### config.mk
export PLATFORM = sky130hd
export DESIGN_NAME = ptw_memwin_map
export DESIGN_NICKNAME = d
export VERILOG_FILES = /design/src/common/ptw_pkg.sv /design/src/rtl/ptw_win_xlate.sv /design/src/rtl/ptw_memwin_map.sv
export VERILOG_INCLUDE_DIRS = /design/src /design/src/common
export SDC_FILE = /design/constraint.sdc
export NUM_CORES = 1
export LEC_CHECK = 0
export BUFFER_PORTS_ARGS = -buffer_cell sky130_fd_sc_hd__buf_4
export CORE_ASPECT_RATIO = 0.75
export CORE_MARGIN = 2
export CORE_UTILIZATION = 45
export DETAILED_ROUTE_END_ITERATION = 8
export GPL_TIMING_DRIVEN = 0
export PLACE_DENSITY_LB_ADDON = 0.3
export SLEW_MARGIN = 10
export SYNTH_ARGS = -nofsm -noshare
export SYNTH_HDL_FRONTEND = slang
export SYNTH_SLANG_ARGS = --single-unit
### constraint.sdc
create_clock -name clk -period 2.61 [get_ports clk]
set_input_delay 0.783 -clock clk [delete_from_list [all_inputs] [get_ports clk]]
set_output_delay 0.783 -clock clk [all_outputs]
set_load 0.005 [all_outputs]
### src/common/ptw_consts.svh
// Offsets, field positions, reset values and fixed answers of the target memory windows
`ifndef PTW_CONSTS_SVH
`define PTW_CONSTS_SVH

`define PTW_WIN0_LO_OFS 16'hd180
`define PTW_WIN0_HI_OFS 16'hd184
`define PTW_WIN1_LO_OFS 16'hd188
`define PTW_WIN1_HI_OFS 16'hd18c

`define PTW_EN_BIT 6
`define PTW_SWAP_BIT 5
`define PTW_XFER_BIT 4
`define PTW_BASE_HI_MSB 3
`define PTW_BASE_LO_LSB 24
`define PTW_BASE_FIELD_LSB 24
`define PTW_W0_BASE_LSB 29
`define PTW_W1_BASE_LSB 24

`define PTW_EN_RST 1'b0
`define PTW_SWAP_RST_LE 1'b1
`define PTW_SWAP_RST_BE 1'b0
`define PTW_XFER_RST_LE 1'b0
`define PTW_XFER_RST_BE 1'b1
`define PTW_BASE_RST 12'h000
`define PTW_W0_BASE_MASK 12'hfe0
`define PTW_W1_BASE_MASK 12'hfff

`define PTW_W0_OFF_READ 32'h0000_0000
`define PTW_W1_OFF_READ 32'h0000_0001
`define PTW_BAR_TYPE 4'h4

`define PTW_RSP_OKAY 2'h0
`define PTW_RSP_SLVERR 2'h2

`endif

### src/common/ptw_pkg.sv
// Types shared by the target memory window map and its window slice
package ptw_pkg;

  typedef struct packed {
    logic en;
    logic swapDis;
    logic xfer;
    logic [11:0] base;
  } ptw_wincfg_t;

  typedef struct packed {
    logic rd;
    logic wr;
    logic win;
    logic upper;
    logic [31:0] data;
  } ptw_cfgreq_t;

  typedef struct packed {
    logic valid;
    logic [63:0] addr;
    logic [31:0] data;
  } ptw_tgtreq_t;

  typedef struct packed {
    logic valid;
    logic hit;
    logic win;
    logic [35:0] gaddr;
    logic [31:0] data;
    logic swap;
    logic xfer;
  } ptw_tgtrsp_t;

endpackage : ptw_pkg

### src/rtl/ptw_win_xlate.sv
// One target memory window: configuration-space base address pair and address match
`timescale 1ns/1ps
`include "ptw_consts.svh"

module ptw_win_xlate import ptw_pkg::*; #(
  parameter int BASE_LSB = 29,
  parameter logic [31:0] OFF_READ = 32'h0000_0000
) (
  input wire logic clk,            // System clock
  input wire logic arst_n,         // Async reset, active low
  input wire ptw_wincfg_t winCfg,  // Window control from register file
  input wire logic cfgWr,          // Config write to this window
  input wire logic cfgUpper,       // Selects upper base register
  input wire logic [31:0] cfgWdata, // Config write data
  output logic [31:0] cfgRdata,    // Config read value
  input wire logic [63:0] tgtAddr, // PCI target address
  output logic hit,                // Address falls in window
  output logic [35:0] gaddr        // Internal bus address
);

  logic [31:BASE_LSB] barLo_reg;
  logic [31:0] barHi_reg;
  logic [31:0] barLoView;
  logic wrLo;
  logic wrHi;

  // RULE1: writes dropped while window off
  assign wrLo = cfgWr && winCfg.en && !cfgUpper;
  assign wrHi = cfgWr && winCfg.en && cfgUpper;

  always_ff @(posedge clk or negedge arst_n) begin
    if (!arst_n) begin
      barLo_reg <= '0;
      barHi_reg <= 32'h0000_0000;
    end else begin
      if (wrLo) begin
        barLo_reg <= cfgWdata[31:BASE_LSB];
      end
      if (wrHi) begin
        barHi_reg <= cfgWdata;
      end
    end
  end

  assign barLoView = {barLo_reg, {(BASE_LSB - 4){1'b0}}, `PTW_BAR_TYPE};

  // RULE2: disabled window answers fixed value
  assign cfgRdata = !winCfg.en ? OFF_READ : (cfgUpper ? barHi_reg : barLoView);

  // RULE10: base bits over offset bits
  assign hit = winCfg.en && (tgtAddr[63:BASE_LSB] == {barHi_reg, barLo_reg});
  assign gaddr = {winCfg.base[11:BASE_LSB - `PTW_BASE_FIELD_LSB], tgtAddr[BASE_LSB - 1:0]};

endmodule : ptw_win_xlate

### src/rtl/ptw_memwin_map.sv
// Target memory window map: Avalon-MM register file, config base registers, address translation
`timescale 1ns/1ps
`include "ptw_consts.svh"

// Contract
// RULE1: window0_enable bit 38 gates window 0
// RULE2: window1_enable bit 38 gates window 1
// RULE3: bit 37 window 0 swap_disable, mode reset
// RULE4: bit 37 window 1 swap_disable, mode reset
// RULE5: big endian, swap_disable set keeps order
// RULE6: bit 36 window 0 endian_xfer, mode reset
// RULE7: bit 36 window 1 endian_xfer, mode reset
// RULE8: window 0 base 35:29, 512 MB
// RULE9: window 1 base 35:24, 16 MB
// RULE10: internal address is base plus offset
module ptw_memwin_map import ptw_pkg::*; (
  input wire logic clk,                  // 100 MHz system clock
  input wire logic arst_n,               // Async reset, active low
  input wire logic bigEndianMode,        // Endian mode strap, high for big
  input wire logic [15:0] avsAddress,    // Avalon byte address
  input wire logic avsRead,              // Avalon read request
  input wire logic avsWrite,             // Avalon write request
  input wire logic [31:0] avsWritedata,  // Avalon write data
  input wire logic [3:0] avsByteenable,  // Avalon byte lanes
  output logic [31:0] avsReaddata,       // Avalon read data
  output logic avsWaitrequest,           // Avalon wait, low marks answer
  output logic [1:0] avsResponse,        // Avalon response code
  input wire ptw_cfgreq_t cfgReq,        // Config-space base register access
  output logic [31:0] cfgRdata,          // Config read data
  output logic cfgRvalid,                // Config read data valid pulse
  input wire ptw_tgtreq_t tgtReq,        // PCI target access
  output ptw_tgtrsp_t tgtRsp,            // Translated target access
  output ptw_wincfg_t win0State,         // Window 0 controls
  output ptw_wincfg_t win1State          // Window 1 controls
);

  // Merge one bus write into a window's controls
  function automatic ptw_wincfg_t applyWrite(
    input ptw_wincfg_t cur,
    input logic wrHi,
    input logic wrLo,
    input logic [31:0] wdata,
    input logic [3:0] be,
    input logic [11:0] mask
  );
    ptw_wincfg_t res;
    res = cur;
    if (wrHi && be[0]) begin
      res.en = wdata[`PTW_EN_BIT];
      res.swapDis = wdata[`PTW_SWAP_BIT];
      res.xfer = wdata[`PTW_XFER_BIT];
      res.base[11:8] = wdata[`PTW_BASE_HI_MSB:0];
    end
    if (wrLo && be[3]) begin
      res.base[7:0] = wdata[31:`PTW_BASE_LO_LSB];
    end
    res.base = res.base & mask;
    return res;
  endfunction : applyWrite

  // Present one word of a window register
  function automatic logic [31:0] readWord(input ptw_wincfg_t cfg, input logic upper);
    logic [31:0] w;
    w = 32'h0000_0000;
    if (upper) begin
      w[`PTW_EN_BIT] = cfg.en;
      w[`PTW_SWAP_BIT] = cfg.swapDis;
      w[`PTW_XFER_BIT] = cfg.xfer;
      w[`PTW_BASE_HI_MSB:0] = cfg.base[11:8];
    end else begin
      w[31:`PTW_BASE_LO_LSB] = cfg.base[7:0];
    end
    return w;
  endfunction : readWord

  // Swap the four bytes of a word
  function automatic logic [31:0] swapBytes(input logic [31:0] d);
    return {d[7:0], d[15:8], d[23:16], d[31:24]};
  endfunction : swapBytes

  ptw_wincfg_t win0_reg;
  ptw_wincfg_t win0_next;
  ptw_wincfg_t win1_reg;
  ptw_wincfg_t win1_next;
  logic strapDone_reg;
  logic wait_reg;
  logic wait_next;
  logic [31:0] rdata_reg;
  logic [1:0] resp_reg;
  logic [31:0] cfgRdata_reg;
  logic cfgRvalid_reg;
  ptw_tgtrsp_t tgtRsp_reg;
  ptw_tgtrsp_t tgtRsp_next;

  // Bus decode
  wire logic selW0Lo = (avsAddress == `PTW_WIN0_LO_OFS);
  wire logic selW0Hi = (avsAddress == `PTW_WIN0_HI_OFS);
  wire logic selW1Lo = (avsAddress == `PTW_WIN1_LO_OFS);
  wire logic selW1Hi = (avsAddress == `PTW_WIN1_HI_OFS);
  wire logic selAny = selW0Lo | selW0Hi | selW1Lo | selW1Hi;
  wire logic busReq = avsRead | avsWrite;
  wire logic busTake = busReq && wait_reg && strapDone_reg;
  wire logic wrFire = avsWrite && !wait_reg;
  wire logic [31:0] busRdMux = selW0Lo ? readWord(win0_reg, 1'b0) :
                               selW0Hi ? readWord(win0_reg, 1'b1) :
                               selW1Lo ? readWord(win1_reg, 1'b0) :
                               selW1Hi ? readWord(win1_reg, 1'b1) : 32'h0000_0000;

  // Mode-dependent defaults for swap and endian transfer
  wire logic swapDflt = bigEndianMode ? `PTW_SWAP_RST_BE : `PTW_SWAP_RST_LE;
  wire logic xferDflt = bigEndianMode ? `PTW_XFER_RST_BE : `PTW_XFER_RST_LE;

  // Config access routing
  wire logic cfgWr0 = cfgReq.wr && !cfgReq.win;
  wire logic cfgWr1 = cfgReq.wr && cfgReq.win;
  logic [31:0] cfgRd0;
  logic [31:0] cfgRd1;
  logic hit0;
  logic hit1;
  logic [35:0] gaddr0;
  logic [35:0] gaddr1;

  ptw_win_xlate #(
    .BASE_LSB(`PTW_W0_BASE_LSB),
    .OFF_READ(`PTW_W0_OFF_READ)
  ) uWin0 (
    .clk(clk),
    .arst_n(arst_n),
    .winCfg(win0_reg),
    .cfgWr(cfgWr0),
    .cfgUpper(cfgReq.upper),
    .cfgWdata(cfgReq.data),
    .cfgRdata(cfgRd0),
    .tgtAddr(tgtReq.addr),
    .hit(hit0),
    .gaddr(gaddr0)
  );

  ptw_win_xlate #(
    .BASE_LSB(`PTW_W1_BASE_LSB),
    .OFF_READ(`PTW_W1_OFF_READ)
  ) uWin1 (
    .clk(clk),
    .arst_n(arst_n),
    .winCfg(win1_reg),
    .cfgWr(cfgWr1),
    .cfgUpper(cfgReq.upper),
    .cfgWdata(cfgReq.data),
    .cfgRdata(cfgRd1),
    .tgtAddr(tgtReq.addr),
    .hit(hit1),
    .gaddr(gaddr1)
  );

  // Window register next values
  always_comb begin
    win0_next = win0_reg;
    win1_next = win1_reg;
    if (!strapDone_reg) begin
      // RULE3: window 0 swap default
      win0_next.swapDis = swapDflt;
      // RULE6: window 0 transfer default
      win0_next.xfer = xferDflt;
      // RULE4: window 1 swap default
      win1_next.swapDis = swapDflt;
      // RULE7: window 1 transfer default
      win1_next.xfer = xferDflt;
    end else begin
      // RULE8: window 0 base field
      win0_next = applyWrite(win0_reg, wrFire && selW0Hi, wrFire && selW0Lo,
                             avsWritedata, avsByteenable, `PTW_W0_BASE_MASK);
      // RULE9: window 1 base field
      win1_next = applyWrite(win1_reg, wrFire && selW1Hi, wrFire && selW1Lo,
                             avsWritedata, avsByteenable, `PTW_W1_BASE_MASK);
    end
  end

  // One wait state per access, held off until the strap is caught
  always_comb begin
    wait_next = 1'b1;
    if (busTake) begin
      wait_next = 1'b0;
    end
  end

  // Target access translation
  wire logic tgtHit = hit0 | hit1;
  wire logic tgtWin = !hit0 && hit1;
  wire logic selSwapDis = tgtWin ? win1_reg.swapDis : win0_reg.swapDis;
  wire logic selXfer = tgtWin ? win1_reg.xfer : win0_reg.xfer;

  always_comb begin
    tgtRsp_next = '0;
    tgtRsp_next.valid = tgtReq.valid;
    tgtRsp_next.hit = tgtReq.valid && tgtHit;
    tgtRsp_next.win = tgtWin;
    // RULE10: translated internal address
    tgtRsp_next.gaddr = tgtWin ? gaddr1 : gaddr0;
    tgtRsp_next.swap = tgtHit && !selSwapDis;
    tgtRsp_next.xfer = tgtHit && selXfer;
    // RULE5: no swap keeps byte order
    tgtRsp_next.data = (tgtHit && !selSwapDis) ? swapBytes(tgtReq.data) : tgtReq.data;
  end

  always_ff @(posedge clk or negedge arst_n) begin
    if (!arst_n) begin
      // RULE1: window 0 off at reset
      win0_reg <= '{en: `PTW_EN_RST, swapDis: `PTW_SWAP_RST_LE, xfer: `PTW_XFER_RST_LE,
                    base: `PTW_BASE_RST};
      // RULE2: window 1 off at reset
      win1_reg <= '{en: `PTW_EN_RST, swapDis: `PTW_SWAP_RST_LE, xfer: `PTW_XFER_RST_LE,
                    base: `PTW_BASE_RST};
      strapDone_reg <= 1'b0;
    end else begin
      win0_reg <= win0_next;
      win1_reg <= win1_next;
      strapDone_reg <= 1'b1;
    end
  end

  always_ff @(posedge clk or negedge arst_n) begin
    if (!arst_n) begin
      wait_reg <= 1'b1;
      rdata_reg <= 32'h0000_0000;
      resp_reg <= `PTW_RSP_OKAY;
    end else begin
      wait_reg <= wait_next;
      if (busTake) begin
        rdata_reg <= avsRead ? busRdMux : 32'h0000_0000;
        resp_reg <= selAny ? `PTW_RSP_OKAY : `PTW_RSP_SLVERR;
      end
    end
  end

  always_ff @(posedge clk or negedge arst_n) begin
    if (!arst_n) begin
      cfgRdata_reg <= 32'h0000_0000;
      cfgRvalid_reg <= 1'b0;
      tgtRsp_reg <= '0;
    end else begin
      cfgRvalid_reg <= cfgReq.rd;
      if (cfgReq.rd) begin
        cfgRdata_reg <= cfgReq.win ? cfgRd1 : cfgRd0;
      end
      tgtRsp_reg <= tgtRsp_next;
    end
  end

  assign avsReaddata = rdata_reg;
  assign avsWaitrequest = wait_reg;
  assign avsResponse = resp_reg;
  assign cfgRdata = cfgRdata_reg;
  assign cfgRvalid = cfgRvalid_reg;
  assign tgtRsp = tgtRsp_reg;
  assign win0State = win0_reg;
  assign win1State = win1_reg;

endmodule : ptw_memwin_map

==> flow_summary_export.csv, run 1 <==
group,metric,value,unit
run_status,outcome,"finished clean",
logic_synthesis,ys_seq_elements,224,
final_layout,fin_nets,1314,
global_routing,grt_max_degree,110,
power_and_ir_drop,p_leak,6.67,nW
logic_synthesis,seq_area_frac_synth,57.0,%
critical_path,r2r-end,"tgtRsp[18]",
critical_path,endpoint_kind,"flip-flop",
timing,worst_slew_pin_slew,0.818,ns
logic_synthesis,synth_edf_count,0,
critical_path,reg2reg_from,"uWin1.barLo_reg[27]",
routing,via_per_inst,5.22,
placed_design,placed_area,12700,µm²
placed_design,post-dp-hpwl,22.0,mm
critical_path,crit_end,"tgtRsp[18]",
final_layout,post-route-util,64.3,%
floorplan,rows,46,
critical_path,crit_start,"uWin1.barLo_reg[27]",
clocking,tritoncts,"built",
floorplan,start_util,46.2,%
critical_path,r2r_cells,8,
logic_synthesis,syn_inst,754,
hold_path,hold_class,"in -> async",
timing,max_slew_margin,45.5,%
final_layout,final_area,13700,µm²
job,max-cap-violations,0,
logic_synthesis,synth_compound_gate_area_share,6.56,%
logic_synthesis,synth-xor-area-share,6.85,%
final_layout,largest_reg_flops,73,
final_layout,antenna_cells,0,
logic_synthesis,synth_top_family_by_area,"multiplexers",
global_routing,grt_pass1_wl,44.1,mm
timing,setup_tns,0,ns
timing,setup_viol,0,
timing,skew,0.0158,ns
final_layout,layout_commonest_cell,"buf_4",
clocking,clock_sinks,224,
global_routing,overflow,0,
logic_synthesis,synth-simple-area-share,6.82,%
floorplan,die-area,23100,µm²
power_and_ir_drop,p_per_area,574,nW/µm²
timing,finalCritPeriodShare,97.8,%
critical_path,ff2ff_setup_slack,0.06,ns
clocking,clockRootBuffer,"clkbuf_16",
critical_path,worstPathArrival,2.94,ns
clocking,numCtsBuffers,24,
clocking,clk_pin_slew,0.06,ns
routing,postRouteAntennaNets,0,
final_layout,mostFrequentLayoutCells,"buf_4, dfrtp_1, mux2_2, xnor2_1, nand4_1",
floorplan,io_pins,361,
critical_path,cpPeakStageDelay,0.42,ns
critical_path,critPathSlowestCell,"dfrtp_1",
logic_synthesis,synth_area_per_cell,13.1,µm²
placed_design,port-buffer-count,317,
critical_path,critPathLaunchType,"flip-flop",
floorplan,die_h,132,µm
critical_path,path_class,"reg -> reg",
timing,rsz0062_at_grt,"no",
critical_path,crit_chain,"xnor2_2 -> nand4_1 -> nor4_4 -> buf_4 -> nand4_4 -> o31ai_4 -> buf_6 -> mux2_1",
logic_synthesis,syn-cell-area,9850,µm²
clocking,clockBufferDepth,3,
routing,wl_per_cell,20.2,µm
floorplan,dieWidth,175,µm
logic_synthesis,synth_fa_ha_area_share,0,%
placed_design,gp_congestion,0.900,
clocking,insertion_delay,0.52,ns
routing,routed_wl,28.9,mm
timing,drv_slew,0,
power_and_ir_drop,ir_worst_vdd,0.377,mV
logic_synthesis,synth_warnings,0,
logic_synthesis,ys_types,50,
clocking,ctsHoldBuffers,0,
global_routing,grt_pass1_vias,7634,
logic_synthesis,synthFlopType,"dfrtp_1",
logic_synthesis,async_flop_share,100,%
critical_path,critPathMaxFanout,10,
global_routing,grt_antenna_before_repair,0,
final_layout,fillCellCount,1636,
final_layout,area_delta_synth_final,39.0,%
routing,first_pass_iters,5,
logic_synthesis,synth.area.mux_share,18.5,%
timing,fmax,392,MHz
routing,drc,0,
final_layout,drive_above_1_share,46.9,%
critical_path,cp_data_required_time,3.00,ns
timing,period_needed,2.55,ns
floorplan,core_area,21300,µm²
timing,finalHoldViolCount,0,
routing,drt_iter0_markers,567,
routing,via_count,7468,
clocking,htreeDepth,1,
global_routing,grt_usage,24.7,%
## how the worst min path moves through the flow
stage                         from        endpoint  slack, ns  cells past startpoint
floorplan           avsReaddata[0]  avsReaddata[0]       0.47                      2
global placement    avsReaddata[0]  avsReaddata[0]       0.47                      2
detailed placement    cfgRdata[31]    cfgRdata[31]       0.47                      1
CTS                         arst_n      tgtRsp[65]       0.09                      1
global route                arst_n      tgtRsp[64]        0.1                      1
finish                      arst_n      tgtRsp[65]       0.10                      1
## through the flow
| stage | total power [mW] | setup slack (ns) | hold WS [ns] | cells |
|---|---|---|---|---|
| 3_3_place_gp | 4.30 | -0.924 | 0.466 | 1381 |
| 4_1_cts | 7.93 | 0.0186 | 0.0905 | 1430 |
| 5_1_grt | 8.13 | 0.000982 | 0.0952 | 1430 |
| 6_report | 7.86 | 0.0576 | 0.102 | 1430 |
| 3_5_place_dp | 4.33 | -0.798 | 0.473 | 1383 |
| 2_1_floorplan | 3.83 | 0.0687 | 0.473 | 776 |
## layout make-up
| class | instances | area, µm² | area share [%] |
|---|---|---|---|
| clock inverter | 14 | 161 | 1.18 |
| multi-input combinational | 472 | 3990 | 29.1 |
| timing repair buffer | 322 | 2460 | 18.0 |
| clock buffer | 30 | 684 | 5.00 |
| buffer | 55 | 328 | 2.39 |
| sequential | 224 | 5610 | 41.0 |
| tap | 288 | 360 | 2.63 |
| inverter | 25 | 93.8 | 0.685 |
## Yosys cell counts, drive strengths merged (5+ instances only)
cell type	count	area [µm²]
dfrtp	221	5530
mux2	142	1630
xnor2	66	578
buf	36	255
nand4	32	213
inv	25	93.8
a22oi	23	173
o22ai	22	138
nand2	21	78.8
a21oi	19	95.1
clkbuf	19	71.3
mux2i	19	190
nor2	19	71.3
a22o	11	96.3
xor2	11	96.3
o21ai	10	50.1
nor4	9	81.3
nand3	7	35.0
nor3	5	25.0
## cell families after synthesis
logic type / count (synthesis)
xor+xnor: 77
simple gates: 115
compound gates: 95
other cells: 2
buf+inv: 80
mux: 161
flops: 224
## timing repair
action / in CTS / in global routing
setup endpoints to repair: 42 / 61
gates resized for setup: 8 / 6
buffers inserted: 3 / 0
pin swaps: 2 / 2
## layer usage
metal	wire (µm)	GRT usage [%]	part of all wire [%]	vias up
li1	-	-	-	3400
met2	13800	40.3	48	326
met5	0	0	0	-
met3	2400	5.91	8.3	45
met1	12200	33.9	42	3697
met4	546	4.91	1.9	0
## where the power goes
| group | internal [mW] | switching [mW] |
|---|---|---|
| Combinational | 0.363 | 0.327 |
| Clock | 2.17 | 1.43 |
| Sequential | 3.54 | 0.0338 |
## worst max-delay path: cells and delay by family (launching register included)
kind / cells / cell delay (ns)
buf+inv: 2 / 0.41
xor+xnor: 1 / 0.26
flops: 1 / 0.42
mux: 1 / 0.34
compound gates: 1 / 0.35
simple gates: 3 / 0.64
(Power assumes the default switching activity.)
==> run 2: changes to the inputs <==
CORE_MARGIN = 5   (was 2)
REMOVE_ABC_BUFFERS = 1   (was default)
==> run 2 against run 1 <==
Compared with the run above:
- sequential power about the same
- maximum frequency up 2.1%
- setup slack better by 0.054 ns
- largest cell class unchanged
- critical endpoint is now tgtRsp[14]
- highest routed layer is now met5
- die area up 8.1%
- via count down 2.8%
- combinational power down 3.8%
- register-to-register slack better by 0.05 ns
- first-iteration DRC count down 24%
==> flow_summary_export.csv, run 2 (synthesis gave the netlist of run 1 again) <==
group,metric,value,unit
critical_path,endpoint_kind,"flip-flop",
final_layout,drive_above_1_share,48.9,%
timing,skew,0.00771,ns
clocking,insertion_delay,0.51,ns
critical_path,cpPeakStageDelay,0.42,ns
timing,period_needed,2.50,ns
clocking,htreeDepth,1,
timing,fmax,400,MHz
global_routing,overflow,0,
placed_design,port-buffer-count,318,
hold_path,hold_class,"in -> async",
clocking,ctsHoldBuffers,0,
power_and_ir_drop,p_per_area,559,nW/µm²
floorplan,dieWidth,181,µm
floorplan,start_util,46.1,%
timing,fin_ws,0.111,ns
routing,via_per_inst,5.23,
timing,setup_tns,0,ns
global_routing,grt_max_degree,100,
final_layout,layout_commonest_cell,"buf_4",
timing,finalHoldViolCount,0,
floorplan,rows,46,
floorplan,die-area,25000,µm²
floorplan,io_pins,361,
critical_path,crit_family,"simple AND/OR/NAND/NOR gates",
critical_path,critPathLaunchType,"flip-flop",
critical_path,cp_data_required_time,3.00,ns
routing,drc,0,
critical_path,critPathSlowestCell,"dfrtp_1",
clocking,clockRootBuffer,"clkbuf_16",
global_routing,grt_pass1_vias,7648,
placed_design,place_ws,-1.08,ns
power_and_ir_drop,total_power,7.63,mW
routing,routed_wl,29.0,mm
timing,finalCritPeriodShare,95.7,%
routing,drt_iter0_markers,433,
timing,drv_slew,0,
floorplan,core_area,21400,µm²
critical_path,worst-path-buf-inv,2,
global_routing,grt_antenna_before_repair,3,
power_and_ir_drop,p_leak,6.63,nW
final_layout,area_delta_synth_final,38.6,%
routing,first_pass_iters,4,
clocking,clock_sinks,224,
placed_design,placed_area,12600,µm²
job,max-cap-violations,0,
clocking,numCtsBuffers,23,
critical_path,crit_start,"uWin1.barHi_reg[27]",
placed_design,post-dp-hpwl,21.6,mm
timing,max_slew_margin,35.3,%
final_layout,mostFrequentLayoutCells,"buf_4, dfrtp_1, mux2_2, xnor2_1, nand4_1",
critical_path,reg2reg_from,"uWin1.barHi_reg[27]",
final_layout,fin_nets,1272,
routing,postRouteAntennaNets,0,
routing,wl_per_cell,20.9,µm
clocking,tritoncts,"built",
global_routing,grt_pass1_wl,44.7,mm
run_status,outcome,"finished clean",
clocking,clk_pin_slew,0.06,ns
timing,whs,0.155,ns
critical_path,worstPathArrival,2.89,ns
routing,via_count,7261,
placed_design,gp_congestion,0.830,
global_routing,grt_usage,22.4,%
final_layout,largest_reg_flops,73,
placed_design,placed_cells,1335,
final_layout,final_cell_count_no_fill,1388,
power_and_ir_drop,ir_worst_vdd,0.549,mV
critical_path,path_class,"reg -> reg",
final_layout,final_area,13600,µm²
timing,setup_viol,0,
clocking,clockBufferDepth,3,
critical_path,crit_chain,"xnor2_2 -> nand4_1 -> nor4_4 -> nand4_4 -> o31ai_4 -> buf_6 -> bufbuf_16 -> mux2_1",
final_layout,post-route-util,63.9,%
floorplan,die_h,138,µm
critical_path,critPathMaxFanout,9,
timing,worst_slew_pin_slew,0.968,ns
## run 2: path summary, 6_finish.rpt
check,slack (ns),to,cells after the start
hold / removal,0.15,win1State[5],1
setup / recovery,0.11,tgtRsp[14],8
setup reg to reg,0.11,tgtRsp[14],8
min in group clk,0.38,tgtRsp[56],1
max in group asynchronous,1.67,tgtRsp[5],2
hold reg to reg,0.48,avsReaddata[3],2
## run 2: metal layers
metal  vias up  GRT usage, %  part of all wire, %
met4         4          6.40                  2.9
met5         -             0                0.083
met2       298          34.8                   46
met1      3590          29.8                   42
li1       3317             -                    -
met3        52          8.08                  9.4
## run 2: what timing repair did
| action | CTS | global route |
|---|---|---|
| hold endpoints to repair | 0 | 0 |
| buffers inserted | 7 | 2 |
| gates resized for setup | 12 | 18 |
| endpoints found under the setup margin | 44 | 39 |
| cloned | 1 | 0 |
| pin swaps | 3 | 13 |
## run 2: power by group
part / switching (mW) / internal (mW)
logic: 0.318 / 0.346
registers: 0.0345 / 3.54
clock network: 1.37 / 2.02
## run 2: layout make-up
cell class,count,area (µm²)
Fill cell,1671,7710
Sequential cell,224,5610
Multi-Input combinational cell,472,4120
Timing Repair Buffer,336,2680
Clock buffer,32,679
Tap cell,288,360
Clock inverter,10,106
Inverter,25,93.8
Antenna cell,1,2.50
## run 2: worst reg2reg max path, stage by stage, from the launching register on
cell and delay, ns:
dfrtp_1 0.42, xnor2_2 0.27, nand4_1 0.20, nor4_4 0.38, nand4_4 0.17, o31ai_4 0.21
buf_6 0.15, bufbuf_16 0.27, mux2_1 0.32
